[src/smbus_flags_pkg.sv]
/*
 * Shared constants and types for the bus control/status flag block:
 * register locations, bit positions, reset values and the event bundle
 * that the shift engine hands to the flag logic.
 * Assumes a single system clock shared by the engine and the flag block.
 */
`default_nettype none

package smbus_flags_pkg;

    // Register locations on the special function register port.
    localparam logic [7:0] CTL_ADDR = 8'hC0;
    localparam logic [7:0] ADM_ADDR = 8'hCE;
    localparam logic [3:0] REG_PAGE = 4'hF;
    localparam logic [4:0] CTL_BIT_BASE = 5'h18;

    // Bit positions of the control/status register.
    localparam int BIT_MASTER = 7;
    localparam int BIT_TXMODE = 6;
    localparam int BIT_START = 5;
    localparam int BIT_STOP = 4;
    localparam int BIT_ACKRQ = 3;
    localparam int BIT_ARBLOST = 2;
    localparam int BIT_ACK = 1;
    localparam int BIT_SI = 0;

    // Hardware acknowledge enable in the address mask register.
    localparam int BIT_HWACK = 0;

    // Reset values.
    localparam logic [7:0] CTL_RESET = 8'h00;
    localparam logic [7:0] ADM_RESET = 8'hFE;

    // Software may only write these control bits.
    localparam logic [7:0] CTL_WR_MASK = 8'h33;

    // Pin synchroniser depth.
    localparam int SYNC_STAGES = 3;

    // One-cycle events and levels supplied by the shift engine.
    typedef struct packed {
        logic start_gen;    // Engine has driven a START onto the wire.
        logic stop_gen;     // Engine has driven a STOP onto the wire.
        logic frame_start;  // First byte of a frame begins.
        logic addr_rx;      // Address byte plus direction bit received.
        logic byte_rx;      // Data byte received.
        logic byte_tx_ack;  // Byte sent and acknowledge sampled.
        logic ack_sample;   // Acknowledge bit sampled on the wire.
        logic ack_done;     // Acknowledge cycle finished.
        logic addr_nack;    // Hardware refused the received address.
        logic gen_attempt;  // Level: engine generating STOP or repeated START.
        logic scl_released; // Level: engine lets the clock line float.
        logic tx_bit_drive; // Level: engine drives a data bit (not acknowledge).
        logic tx_bit_val;   // Level: value of that data bit.
    } eng_ev_s;

endpackage : smbus_flags_pkg

`default_nettype wire

[src/smbus_ctrl_flags.sv]
/*
 * Control/status flag logic of the second two-wire serial bus port.
 * Holds the eight-bit control/status register and the hardware
 * acknowledge enable, detects START/STOP on the synchronised pins and
 * holds the clock line low while an interrupt is pending.
 * Assumes a shift engine on CLK_SYS that supplies the eng_ev_s bundle and
 * an external pad that resolves the clock line from SCL_OUT/SCL_OE.
 */
// Overview of operation
// RL1 - Master indicator set on generated START, cleared on STOP generated or arbitration lost.
// RL2 - Transmit indicator set on own START or prior data write; cleared otherwise.
// RL3 - Start flag set when START plus address byte received; only software clears it.
// RL4 - Writing 1 to start flag as master requests START or repeated START.
// RL5 - Writing 1 to stop flag as master schedules STOP; cleared when STOP generated.
// RL6 - Stop flag set on STOP seen as addressed slave or arbitration lost by STOP.
// RL7 - Acknowledge request set on received byte without hardware acknowledge; cleared after ack.
// RL8 - Arbitration lost on unrequested repeated START while master and start flag low.
// RL9 - Arbitration lost when clock sensed low while generating STOP or repeated START.
// RL10 - Arbitration lost when data low while driving 1; cleared when interrupt cleared.
// RL11 - Acknowledge bit captures incoming acknowledge; written value is sent when receiving.
// RL12 - Interrupt set on START generated, arbitration lost, byte sent with ack.
// RL13 - Interrupt set on byte received, address after START, and STOP received.
// RL14 - While interrupt pending the clock line is held low and bus stalls.
// RL15 - Writing 0 clears interrupt and advances engine; writing 1 forces interrupt.
// RL16 - Control register sits bit-addressable at 0xC0 on page F.
// RL17 - With hardware acknowledge on, acknowledge bit is driven on received bytes.
// RL18 - After a refused address, slave events are ignored until next START.
// RL19 - Hardware acknowledge enable is bit 0 of address mask register.
// RL20 - Hardware event beats a software write to the same flag.
`default_nettype none

module smbus_ctrl_flags (
    // Clock, reset and enable.
    input wire logic CLK_SYS,
    input wire logic RST_N,
    input wire logic CE,
    // Special function register port.
    input wire logic [7:0] SFR_ADDR,
    input wire logic [3:0] SFR_PAGE,
    input wire logic SFR_WR,
    input wire logic [7:0] SFR_WDATA,
    input wire logic SFR_BIT_WR,
    input wire logic [7:0] SFR_BIT_ADDR,
    input wire logic SFR_BIT_VAL,
    output logic [7:0] SFR_RDATA,
    // Data register write strobe and master configuration.
    input wire logic DAT_WR,
    input wire logic MASTER_CFG,
    // Shift engine side.
    input wire smbus_flags_pkg::eng_ev_s ENG_EV,
    output logic START_REQ,
    output logic STOP_PEND,
    output logic GO,
    output logic ACK_OUT,
    output logic ACK_AUTO,
    // Bus pins.
    input wire logic SCL_IN,
    output logic SCL_OUT,
    output logic SCL_OE,
    input wire logic SDA_IN
);

    // Register state.
    logic master_q, txmode_q, sta_q, sto_q, ackrq_q, arb_q, ack_q, si_q;
    logic [7:0] adm_q;
    logic dat_written_q, start_seen_q, addressed_q, ignore_q;
    logic [7:0] rdata_q;
    logic start_req_q, go_q;
    logic [smbus_flags_pkg::SYNC_STAGES-1:0] sync_q [2];
    logic stable_q [2], stable_d1_q [2];

    // Write mask for one register: byte write marks all bits, bit write one.
    function automatic logic [7:0] wr_bits(input logic [7:0] reg_addr, input logic bit_able);
        logic [7:0] m;
        m = 8'h00;
        if (SFR_WR && SFR_ADDR == reg_addr && SFR_PAGE == smbus_flags_pkg::REG_PAGE) begin
            m = 8'hFF;
        end
        if (bit_able && SFR_BIT_WR && SFR_BIT_ADDR[7:3] == reg_addr[7:3]
            && SFR_PAGE == smbus_flags_pkg::REG_PAGE) begin
            m[SFR_BIT_ADDR[2:0]] = 1'b1;
        end
        return m;
    endfunction : wr_bits

    // Written value: byte data, or the single bit value on every lane.
    logic [7:0] wval;
    logic [7:0] ctl_we, adm_we;
    always_comb begin
        wval = SFR_WR ? SFR_WDATA : {8{SFR_BIT_VAL}};
        ctl_we = wr_bits(smbus_flags_pkg::CTL_ADDR, 1'b1) & smbus_flags_pkg::CTL_WR_MASK; // RL16
        adm_we = wr_bits(smbus_flags_pkg::ADM_ADDR, 1'b0);
    end

    // Pin synchronisers; a level counts once stages two and three agree.
    genvar gi;
    generate
        for (gi = 0; gi < 2; gi++) begin : g_sync
            always_ff @(posedge CLK_SYS or negedge RST_N) begin
                if (!RST_N) begin
                    sync_q[gi] <= '1;
                    stable_q[gi] <= 1'b1;
                    stable_d1_q[gi] <= 1'b1;
                end else if (CE) begin
                    sync_q[gi] <= {sync_q[gi][smbus_flags_pkg::SYNC_STAGES-2:0], (gi == 0) ? SCL_IN : SDA_IN};
                    if (sync_q[gi][1] == sync_q[gi][2]) begin
                        stable_q[gi] <= sync_q[gi][2];
                    end
                    stable_d1_q[gi] <= stable_q[gi];
                end
            end
        end
    endgenerate

    // Bus conditions derived from the stable levels; index 0 clock, 1 data.
    logic scl_s, start_det, stop_det, scl_rise;
    always_comb begin
        scl_s = stable_q[0];
        start_det = scl_s && stable_d1_q[0] && stable_d1_q[1] && !stable_q[1];
        stop_det = scl_s && stable_d1_q[0] && !stable_d1_q[1] && stable_q[1];
        scl_rise = scl_s && !stable_d1_q[0];
    end

    // Arbitration loss causes. An own condition is excused while the engine generates it.
    logic arb_rstart, arb_scl, arb_sda, arb_stop, arb_any;
    always_comb begin
        arb_rstart = start_det && master_q && !sta_q && !ENG_EV.gen_attempt; // RL8
        arb_scl = ENG_EV.gen_attempt && ENG_EV.scl_released && !scl_s; // RL9
        arb_sda = scl_rise && ENG_EV.tx_bit_drive && ENG_EV.tx_bit_val && !stable_q[1]; // RL10
        arb_stop = stop_det && master_q && !ENG_EV.gen_attempt;
        arb_any = arb_rstart || arb_scl || arb_sda || arb_stop;
    end

    // Slave events are suppressed while a refused address is outstanding.
    logic slave_ok;
    assign slave_ok = master_q || !ignore_q; // RL18

    // Software clears the interrupt by writing 0.
    logic si_clr;
    assign si_clr = ctl_we[smbus_flags_pkg::BIT_SI] && !wval[smbus_flags_pkg::BIT_SI];

    // Frame tracking: pending data write, START seen, addressed, ignore window.
    always_ff @(posedge CLK_SYS or negedge RST_N) begin
        if (!RST_N) begin
            dat_written_q <= 1'b0;
            start_seen_q <= 1'b0;
            addressed_q <= 1'b0;
            ignore_q <= 1'b0;
        end else if (CE) begin
            if (ENG_EV.frame_start) begin
                dat_written_q <= 1'b0;
            end
            if (DAT_WR && !ENG_EV.frame_start) begin
                dat_written_q <= 1'b1;
            end
            if (ENG_EV.addr_rx) begin
                start_seen_q <= 1'b0;
            end
            if (start_det) begin
                start_seen_q <= 1'b1;
            end
            if (ENG_EV.addr_rx && !master_q && !ENG_EV.addr_nack && slave_ok) begin
                addressed_q <= 1'b1;
            end
            if (start_det || stop_det) begin
                addressed_q <= 1'b0;
            end
            if (ENG_EV.addr_nack && !master_q) begin
                ignore_q <= 1'b1; // RL18
            end
            if (start_det) begin
                ignore_q <= 1'b0; // RL18
            end
        end
    end

    // Master and transmit indicators; neither is writable.
    always_ff @(posedge CLK_SYS or negedge RST_N) begin
        if (!RST_N) begin
            master_q <= 1'b0;
            txmode_q <= 1'b0;
        end else if (CE) begin
            if (ENG_EV.stop_gen || arb_any) begin
                master_q <= 1'b0; // RL1
            end else if (ENG_EV.start_gen) begin
                master_q <= 1'b1; // RL1
            end
            if (start_det && !ENG_EV.gen_attempt) begin
                txmode_q <= 1'b0; // RL2
            end
            if (ENG_EV.frame_start) begin
                txmode_q <= dat_written_q || DAT_WR; // RL2
            end
            if (ENG_EV.start_gen) begin
                txmode_q <= 1'b1; // RL2
            end
            if (arb_any) begin
                txmode_q <= 1'b0; // RL2
            end
        end
    end

    // Start and stop flags: software write first, hardware after so it wins.
    always_ff @(posedge CLK_SYS or negedge RST_N) begin
        if (!RST_N) begin
            sta_q <= 1'b0;
            sto_q <= 1'b0;
        end else if (CE) begin
            if (ctl_we[smbus_flags_pkg::BIT_START]) begin
                sta_q <= wval[smbus_flags_pkg::BIT_START];
            end
            if (ENG_EV.addr_rx && !ENG_EV.addr_nack && start_seen_q && slave_ok) begin
                sta_q <= 1'b1; // RL3 RL20
            end
            if (ctl_we[smbus_flags_pkg::BIT_STOP]) begin
                sto_q <= wval[smbus_flags_pkg::BIT_STOP] && master_q; // RL5
            end
            if (ENG_EV.stop_gen) begin
                sto_q <= 1'b0; // RL5
            end
            if ((stop_det && addressed_q && !master_q) || arb_stop) begin
                sto_q <= 1'b1; // RL6 RL20
            end
        end
    end

    // Acknowledge request and acknowledge value.
    always_ff @(posedge CLK_SYS or negedge RST_N) begin
        if (!RST_N) begin
            ackrq_q <= 1'b0;
            ack_q <= 1'b0;
        end else if (CE) begin
            if (ENG_EV.ack_done) begin
                ackrq_q <= 1'b0; // RL7
            end
            if (ENG_EV.byte_rx && !adm_q[smbus_flags_pkg::BIT_HWACK] && slave_ok) begin
                ackrq_q <= 1'b1; // RL7
            end
            if (ctl_we[smbus_flags_pkg::BIT_ACK]) begin
                ack_q <= wval[smbus_flags_pkg::BIT_ACK]; // RL11
            end
            if (ENG_EV.ack_sample && txmode_q) begin
                ack_q <= !stable_q[1]; // RL11 RL20
            end
        end
    end

    // Arbitration lost: cleared with the interrupt, a new loss wins the clear.
    always_ff @(posedge CLK_SYS or negedge RST_N) begin
        if (!RST_N) begin
            arb_q <= 1'b0;
        end else if (CE) begin
            if (si_clr) begin
                arb_q <= 1'b0; // RL10
            end
            if (arb_any) begin
                arb_q <= 1'b1; // RL8 RL9 RL10 RL20
            end
        end
    end

    // Interrupt flag; a hardware event in the clearing cycle keeps it set.
    logic si_hw;
    always_comb begin
        si_hw = ENG_EV.start_gen || arb_any || ENG_EV.byte_tx_ack; // RL12
        if (slave_ok && (ENG_EV.byte_rx || (ENG_EV.addr_rx && !ENG_EV.addr_nack))) begin
            si_hw = 1'b1; // RL13
        end
        if (stop_det && addressed_q && !master_q) begin
            si_hw = 1'b1; // RL13
        end
    end

    always_ff @(posedge CLK_SYS or negedge RST_N) begin
        if (!RST_N) begin
            si_q <= 1'b0;
            go_q <= 1'b0;
        end else if (CE) begin
            if (ctl_we[smbus_flags_pkg::BIT_SI]) begin
                si_q <= wval[smbus_flags_pkg::BIT_SI]; // RL15
            end
            if (si_hw) begin
                si_q <= 1'b1; // RL12 RL13 RL20
            end
            go_q <= si_clr && !si_hw; // RL15
        end
    end

    // Address mask register; only the hardware acknowledge enable is used here.
    always_ff @(posedge CLK_SYS or negedge RST_N) begin
        if (!RST_N) begin
            adm_q <= smbus_flags_pkg::ADM_RESET;
        end else if (CE) begin
            for (int i = 0; i < 8; i++) begin
                if (adm_we[i]) begin
                    adm_q[i] <= wval[i]; // RL19
                end
            end
        end
    end

    // Start request pulse: only a master configuration may ask for a START.
    always_ff @(posedge CLK_SYS or negedge RST_N) begin
        if (!RST_N) begin
            start_req_q <= 1'b0;
        end else if (CE) begin
            start_req_q <= ctl_we[smbus_flags_pkg::BIT_START] && wval[smbus_flags_pkg::BIT_START]
                && MASTER_CFG; // RL4
        end
    end

    // Read data registered from the current address; unmapped reads give zero.
    always_ff @(posedge CLK_SYS or negedge RST_N) begin
        if (!RST_N) begin
            rdata_q <= smbus_flags_pkg::CTL_RESET;
        end else if (CE) begin
            rdata_q <= 8'h00;
            if (SFR_PAGE == smbus_flags_pkg::REG_PAGE && SFR_ADDR == smbus_flags_pkg::CTL_ADDR) begin
                rdata_q <= {master_q, txmode_q, sta_q, sto_q, ackrq_q, arb_q, ack_q, si_q};
            end
            if (SFR_PAGE == smbus_flags_pkg::REG_PAGE && SFR_ADDR == smbus_flags_pkg::ADM_ADDR) begin
                rdata_q <= adm_q;
            end
        end
    end

    // Outputs; the clock hold follows the interrupt flag in the same cycle.
    assign SFR_RDATA = rdata_q;
    assign START_REQ = start_req_q;
    assign STOP_PEND = sto_q && master_q; // RL5
    assign GO = go_q;
    assign ACK_OUT = ack_q; // RL17
    assign ACK_AUTO = adm_q[smbus_flags_pkg::BIT_HWACK] && !txmode_q; // RL17
    assign SCL_OE = si_q; // RL14
    assign SCL_OUT = 1'b0;

    // Checks on the flag behaviour.
    AST_SI_HOLDS_SCL: assert property (@(posedge CLK_SYS) disable iff (!RST_N) // RL14
        si_q |-> SCL_OE && !SCL_OUT) else $error("clock not held while interrupt pending");
    AST_MASTER_ON_START: assert property (@(posedge CLK_SYS) disable iff (!RST_N) // RL1
        CE && ENG_EV.start_gen && !ENG_EV.stop_gen && !arb_any |=> master_q) else $error("master not set");
    AST_MASTER_OFF_ARB: assert property (@(posedge CLK_SYS) disable iff (!RST_N) // RL1
        CE && arb_any |=> !master_q && !txmode_q && arb_q && si_q) else $error("arbitration loss effects missing");
    AST_STO_CLR: assert property (@(posedge CLK_SYS) disable iff (!RST_N) // RL5
        CE && ENG_EV.stop_gen && !stop_det |=> !sto_q) else $error("stop flag not cleared");
    AST_ACKRQ_HW: assert property (@(posedge CLK_SYS) disable iff (!RST_N) // RL7
        adm_q[smbus_flags_pkg::BIT_HWACK] && !ackrq_q && CE |=> !ackrq_q) else $error("ack request with hw ack");
    AST_ARB_CLR: assert property (@(posedge CLK_SYS) disable iff (!RST_N) // RL10
        CE && si_clr && !arb_any |=> !arb_q) else $error("arbitration flag not cleared");
    AST_SI_SET_WINS: assert property (@(posedge CLK_SYS) disable iff (!RST_N) // RL20
        CE && si_clr && si_hw |=> si_q && !GO) else $error("interrupt lost to clear");
    AST_GO_PULSE: assert property (@(posedge CLK_SYS) disable iff (!RST_N) // RL15
        CE && si_clr && !si_hw |=> GO && !si_q ##1 (!GO || !CE || $past(si_clr)))
        else $error("advance pulse wrong");
    AST_START_REQ: assert property (@(posedge CLK_SYS) disable iff (!RST_N) // RL4
        START_REQ |-> $past(MASTER_CFG) && sta_q) else $error("start request without master config");
    AST_ACK_CAPTURE: assert property (@(posedge CLK_SYS) disable iff (!RST_N) // RL11
        CE && ENG_EV.ack_sample && txmode_q |=> ack_q == !$past(stable_q[1])) else $error("ack not captured");
    AST_IGNORE: assert property (@(posedge CLK_SYS) disable iff (!RST_N) // RL18
        CE && ignore_q && !master_q && !start_det && ENG_EV.byte_rx && !ENG_EV.byte_tx_ack && !arb_any
        && !ENG_EV.start_gen && !si_q && !stop_det && !ctl_we[smbus_flags_pkg::BIT_SI] |=> !si_q)
        else $error("interrupt raised while ignoring");

endmodule : smbus_ctrl_flags

`default_nettype wire

[config.mk]
export PLATFORM = sky130hd
export DESIGN_NAME = smbus_ctrl_flags
export DESIGN_NICKNAME = d
export VERILOG_FILES = /design/src/smbus_flags_pkg.sv /design/src/smbus_ctrl_flags.sv
export SDC_FILE = /design/constraint.sdc
export NUM_CORES = 1
export LEC_CHECK = 0
export ABC_AREA = 1
export BUFFER_PORTS_ARGS = -buffer_cell sky130_fd_sc_hd__buf_2
export CORE_MARGIN = 3
export CORE_UTILIZATION = 30
export CTS_CLUSTER_DIAMETER = 120
export CTS_CLUSTER_SIZE = 24
export DETAILED_ROUTE_END_ITERATION = 10
export GPL_ROUTABILITY_DRIVEN = 1
export PLACE_DENSITY = 0.61
export SYNTH_ARGS = -nofsm -noshare
export SYNTH_HDL_FRONTEND = slang
export SYNTH_SLANG_ARGS = --single-unit
[constraint.sdc]
create_clock -name CLK_SYS -period 2.2 [get_ports CLK_SYS]
set_input_delay 0.33 -clock CLK_SYS [delete_from_list [all_inputs] [get_ports CLK_SYS]]
set_output_delay 0.33 -clock CLK_SYS [all_outputs]
set_load 0.05 [all_outputs]
==> impl_metrics.py <==
metrics = {
    "global_route": {
        "antenna_found_initial": 0,
        "gr-max-usage-layer": "met2",
        "first_global_vias": 2125,
        "grt_pass1_wl_um": 9630,
        "grt.overflow.total": 0,
        "grt_use_met1": 0.190,
        "grtUsageMet3": 0.0314,
        "use_met2": 0.226,
        "grt_use_total": 0.139,
        "grt_start_max_net_pins": 41,
    },
    "synth": {
        "synth_fa_ha_area_frac": 0,
        "synth_cells": 321,
        "syn_area_per_cell_um2": 7.07,
        "synth_area_um2": 2270,
        "post_synth_num_cell_types": 31,
        "synth_xor_area_frac": 0,
        "synth_simple_gate_area_share": 0.369,
        "ys_seq_area_frac": 0.450,
        "yosysWarnings": 0,
        "ys_seq_elements": 40,
        "synthMuxAreaShare": 0,
        "synth_compound_area_frac": 0.0860,
        "synth_top_family_by_area": "simple AND/OR/NAND/NOR gates",
        "synthesis.nets": 372,
    },
    "sta": {
        "finalSetupViolations": 0,
        "fmax_mhz": 661,
        "postLayoutSetupSlackWorst_ns": 0.687,
        "period_needed_ns": 1.51,
        "fin_crit_sh": 0.688,
        "worstMarginPinSlew_ns": 0.873,
        "rsz0062_at_grt": "false",
        "setup_tns_ns": 0,
        "final_max_slew_viol_count": 0,
        "finClkSkew_ns": 0.00752,
        "timing.final.hold_violations": 0,
        "max_slew_margin": 0.418,
    },
    "routing": {
        "num_vias": 2186,
        "dr.pass1.iters": 4,
        "routed_wl_um": 5730,
        "drcViolationCount": 0,
        "viasPerCell": 4.52,
        "wl_per_cell_um": 11.8,
        "drt-initial-drc-count": 120,
        "ant_nets": 0,
    },
    "die": {
        "start_util": 0.311,
        "core_um2": 7290,
        "die_w_um": 93.0,
        "die_area_um2": 8650,
        "die_h_um": 93.0,
        "io_pins": 66,
        "std_cell_rows": 31,
    },
    "layout": {
        "final_cell_mix": "nand2_1, buf_2, inv_1, nor2_1, dfrtp_1",
        "drive_above_1_share": 0.260,
        "nNetsFinal": 435,
        "mostFrequentLayoutCell": "nand2_1",
        "antenna_cells": 0,
        "areaGrowthSynthToFinish_pct": 22.3,
    },
    "clock_network": {
        "cts.path.max_buffers": 2,
        "postCtsSetupBuffers": 0,
        "clk_latency_ns": 0.29,
        "cts_tree": "built",
        "cts_hold_buffers": 0,
        "cts.reportedPaths.clkPinSlew_ns": 0.08,
        "clock_tree.root_cell": "clkbuf_8",
        "ctsResizeCount": 0,
        "htree_num_levels": 2,
        "cts.sinks": 40,
        "cts_made_buffers": 5,
    },
    "outcome": {
        "status": "finished, final reports clean",
    },
    "critical_path": {
        "reg2reg_depth": 11,
        "crit_path_end_kind": "output pin",
        "startpoint_type": "flop",
        "critical_path_required_ns": 1.87,
        "worst-path-max-fanout": 6,
        "critical_path_class": "flop to output pin",
        "arrival_ns": 1.18,
    },
    "power": {
        "vdd.ir_drop.worst_v": 0.000351,
        "p_per_area_nw_per_um2": 612,
        "p_leak_uw": 0.00149,
    },
    "placed_design": {
        "dp_slack_ns": 0.689,
        "port_buffers": 64,
        "gp_congestion": 0.837,
        "hpwl_um": 4530,
    },
    "job": {
        "drv_cap": 0,
    },
    "hold_path": {
        "hp-class": "primary input to async pin",
    },
}
state kept, by name, summed over array words and instances (netlist names), 2 cells and up:
name / flops
stable_d1_q: 2
sync_q: 6
SFR_RDATA: 8
adm_q: 8
worst max-delay path: stages, from the launching register on:
cell and delay, ns:
dfrtp_1 0.48, nand2_1 0.11, inv_1 0.06, buf_2 0.25
logic make-up after synthesis:
family          after synthesis
buf+inv                      53
compound gates               35
flops                        40
other cells                   1
simple gates                192
final timing paths:
path	from	to	slack [ns]
hold / removal	RST_N	SFR_RDATA[7]	0.15
hold reg to reg	sync_q[0]	sync_q[0]	0.47
min in group CLK_SYS	SDA_IN	sync_q[0]	0.23
setup / recovery	master_q	STOP_PEND	0.69
max in group asynchronous	RST_N	dat_written_q	1.50
setup reg to reg	stable_q[0]	SCL_OE	0.69
Yosys cell counts:
cell type,count,area share
nand4_1,9,0.025
nor2_8,1,0.0088
buf_2,5,0.011
nor3_1,4,0.0088
nand3_1,22,0.048
inv_4,1,0.0028
o211ai_1,2,0.0066
conb_1,1,0.0017
buf_4,1,0.0033
inv_2,1,0.0017
nor2_1,27,0.045
nor3_2,1,0.0044
inv_1,42,0.069
o31ai_1,1,0.0033
a211oi_1,1,0.0033
clkbuf_1,2,0.0033
dfrtp_1,23,0.25
nand2_4,1,0.0050
buf_1,1,0.0017
nor2_4,1,0.0050
o21ai_1,12,0.026
o2111ai_1,1,0.0039
nor3_4,1,0.0072
a21oi_1,6,0.013
nand3b_1,1,0.0033
o21ai_0,11,0.024
nand3_2,1,0.0044
nand2_2,1,0.0028
dfstp_2,17,0.20
nand2_1,122,0.20
o221a_2,1,0.0050
per-layer routing:
layer	routed length [µm]	up-vias
met2	2650	50
met1	2710	995
met3	332	5
met5	0	-
li1	-	1136
met4	38	0
power breakdown:
part,internal [µW],switching (µW)
combinational,107,206
sequential,813,51.8
clock,254,268
final cells by class:
type / instances / area, µm²
Timing Repair Buffer: 65 / 328
Inverter: 44 / 168
Fill cell: 809 / 4520
Clock inverter: 2 / 15.0
Tap cell: 99 / 124
Multi-Input combinational cell: 228 / 1040
Clock buffer: 6 / 82.6
Sequential cell: 40 / 1020
metrics by stage:
step / hold WS [ns] / instances / instance area [µm²] / total power, µW / util
after floorplan: 0.0344 / 321 / 2270 / 1060 / -
after global placement: 0.456 / 476 / 2680 / 1190 / 0.367
after detailed placement: 0.454 / 476 / 2680 / 1190 / 0.367
after CTS: 0.183 / 484 / 2780 / 1720 / 0.381
after global routing: 0.224 / 484 / 2780 / 1790 / 0.381
final: 0.148 / 484 / 2780 / 1700 / 0.381
Note: power is estimated with default switching activity, not from simulation.
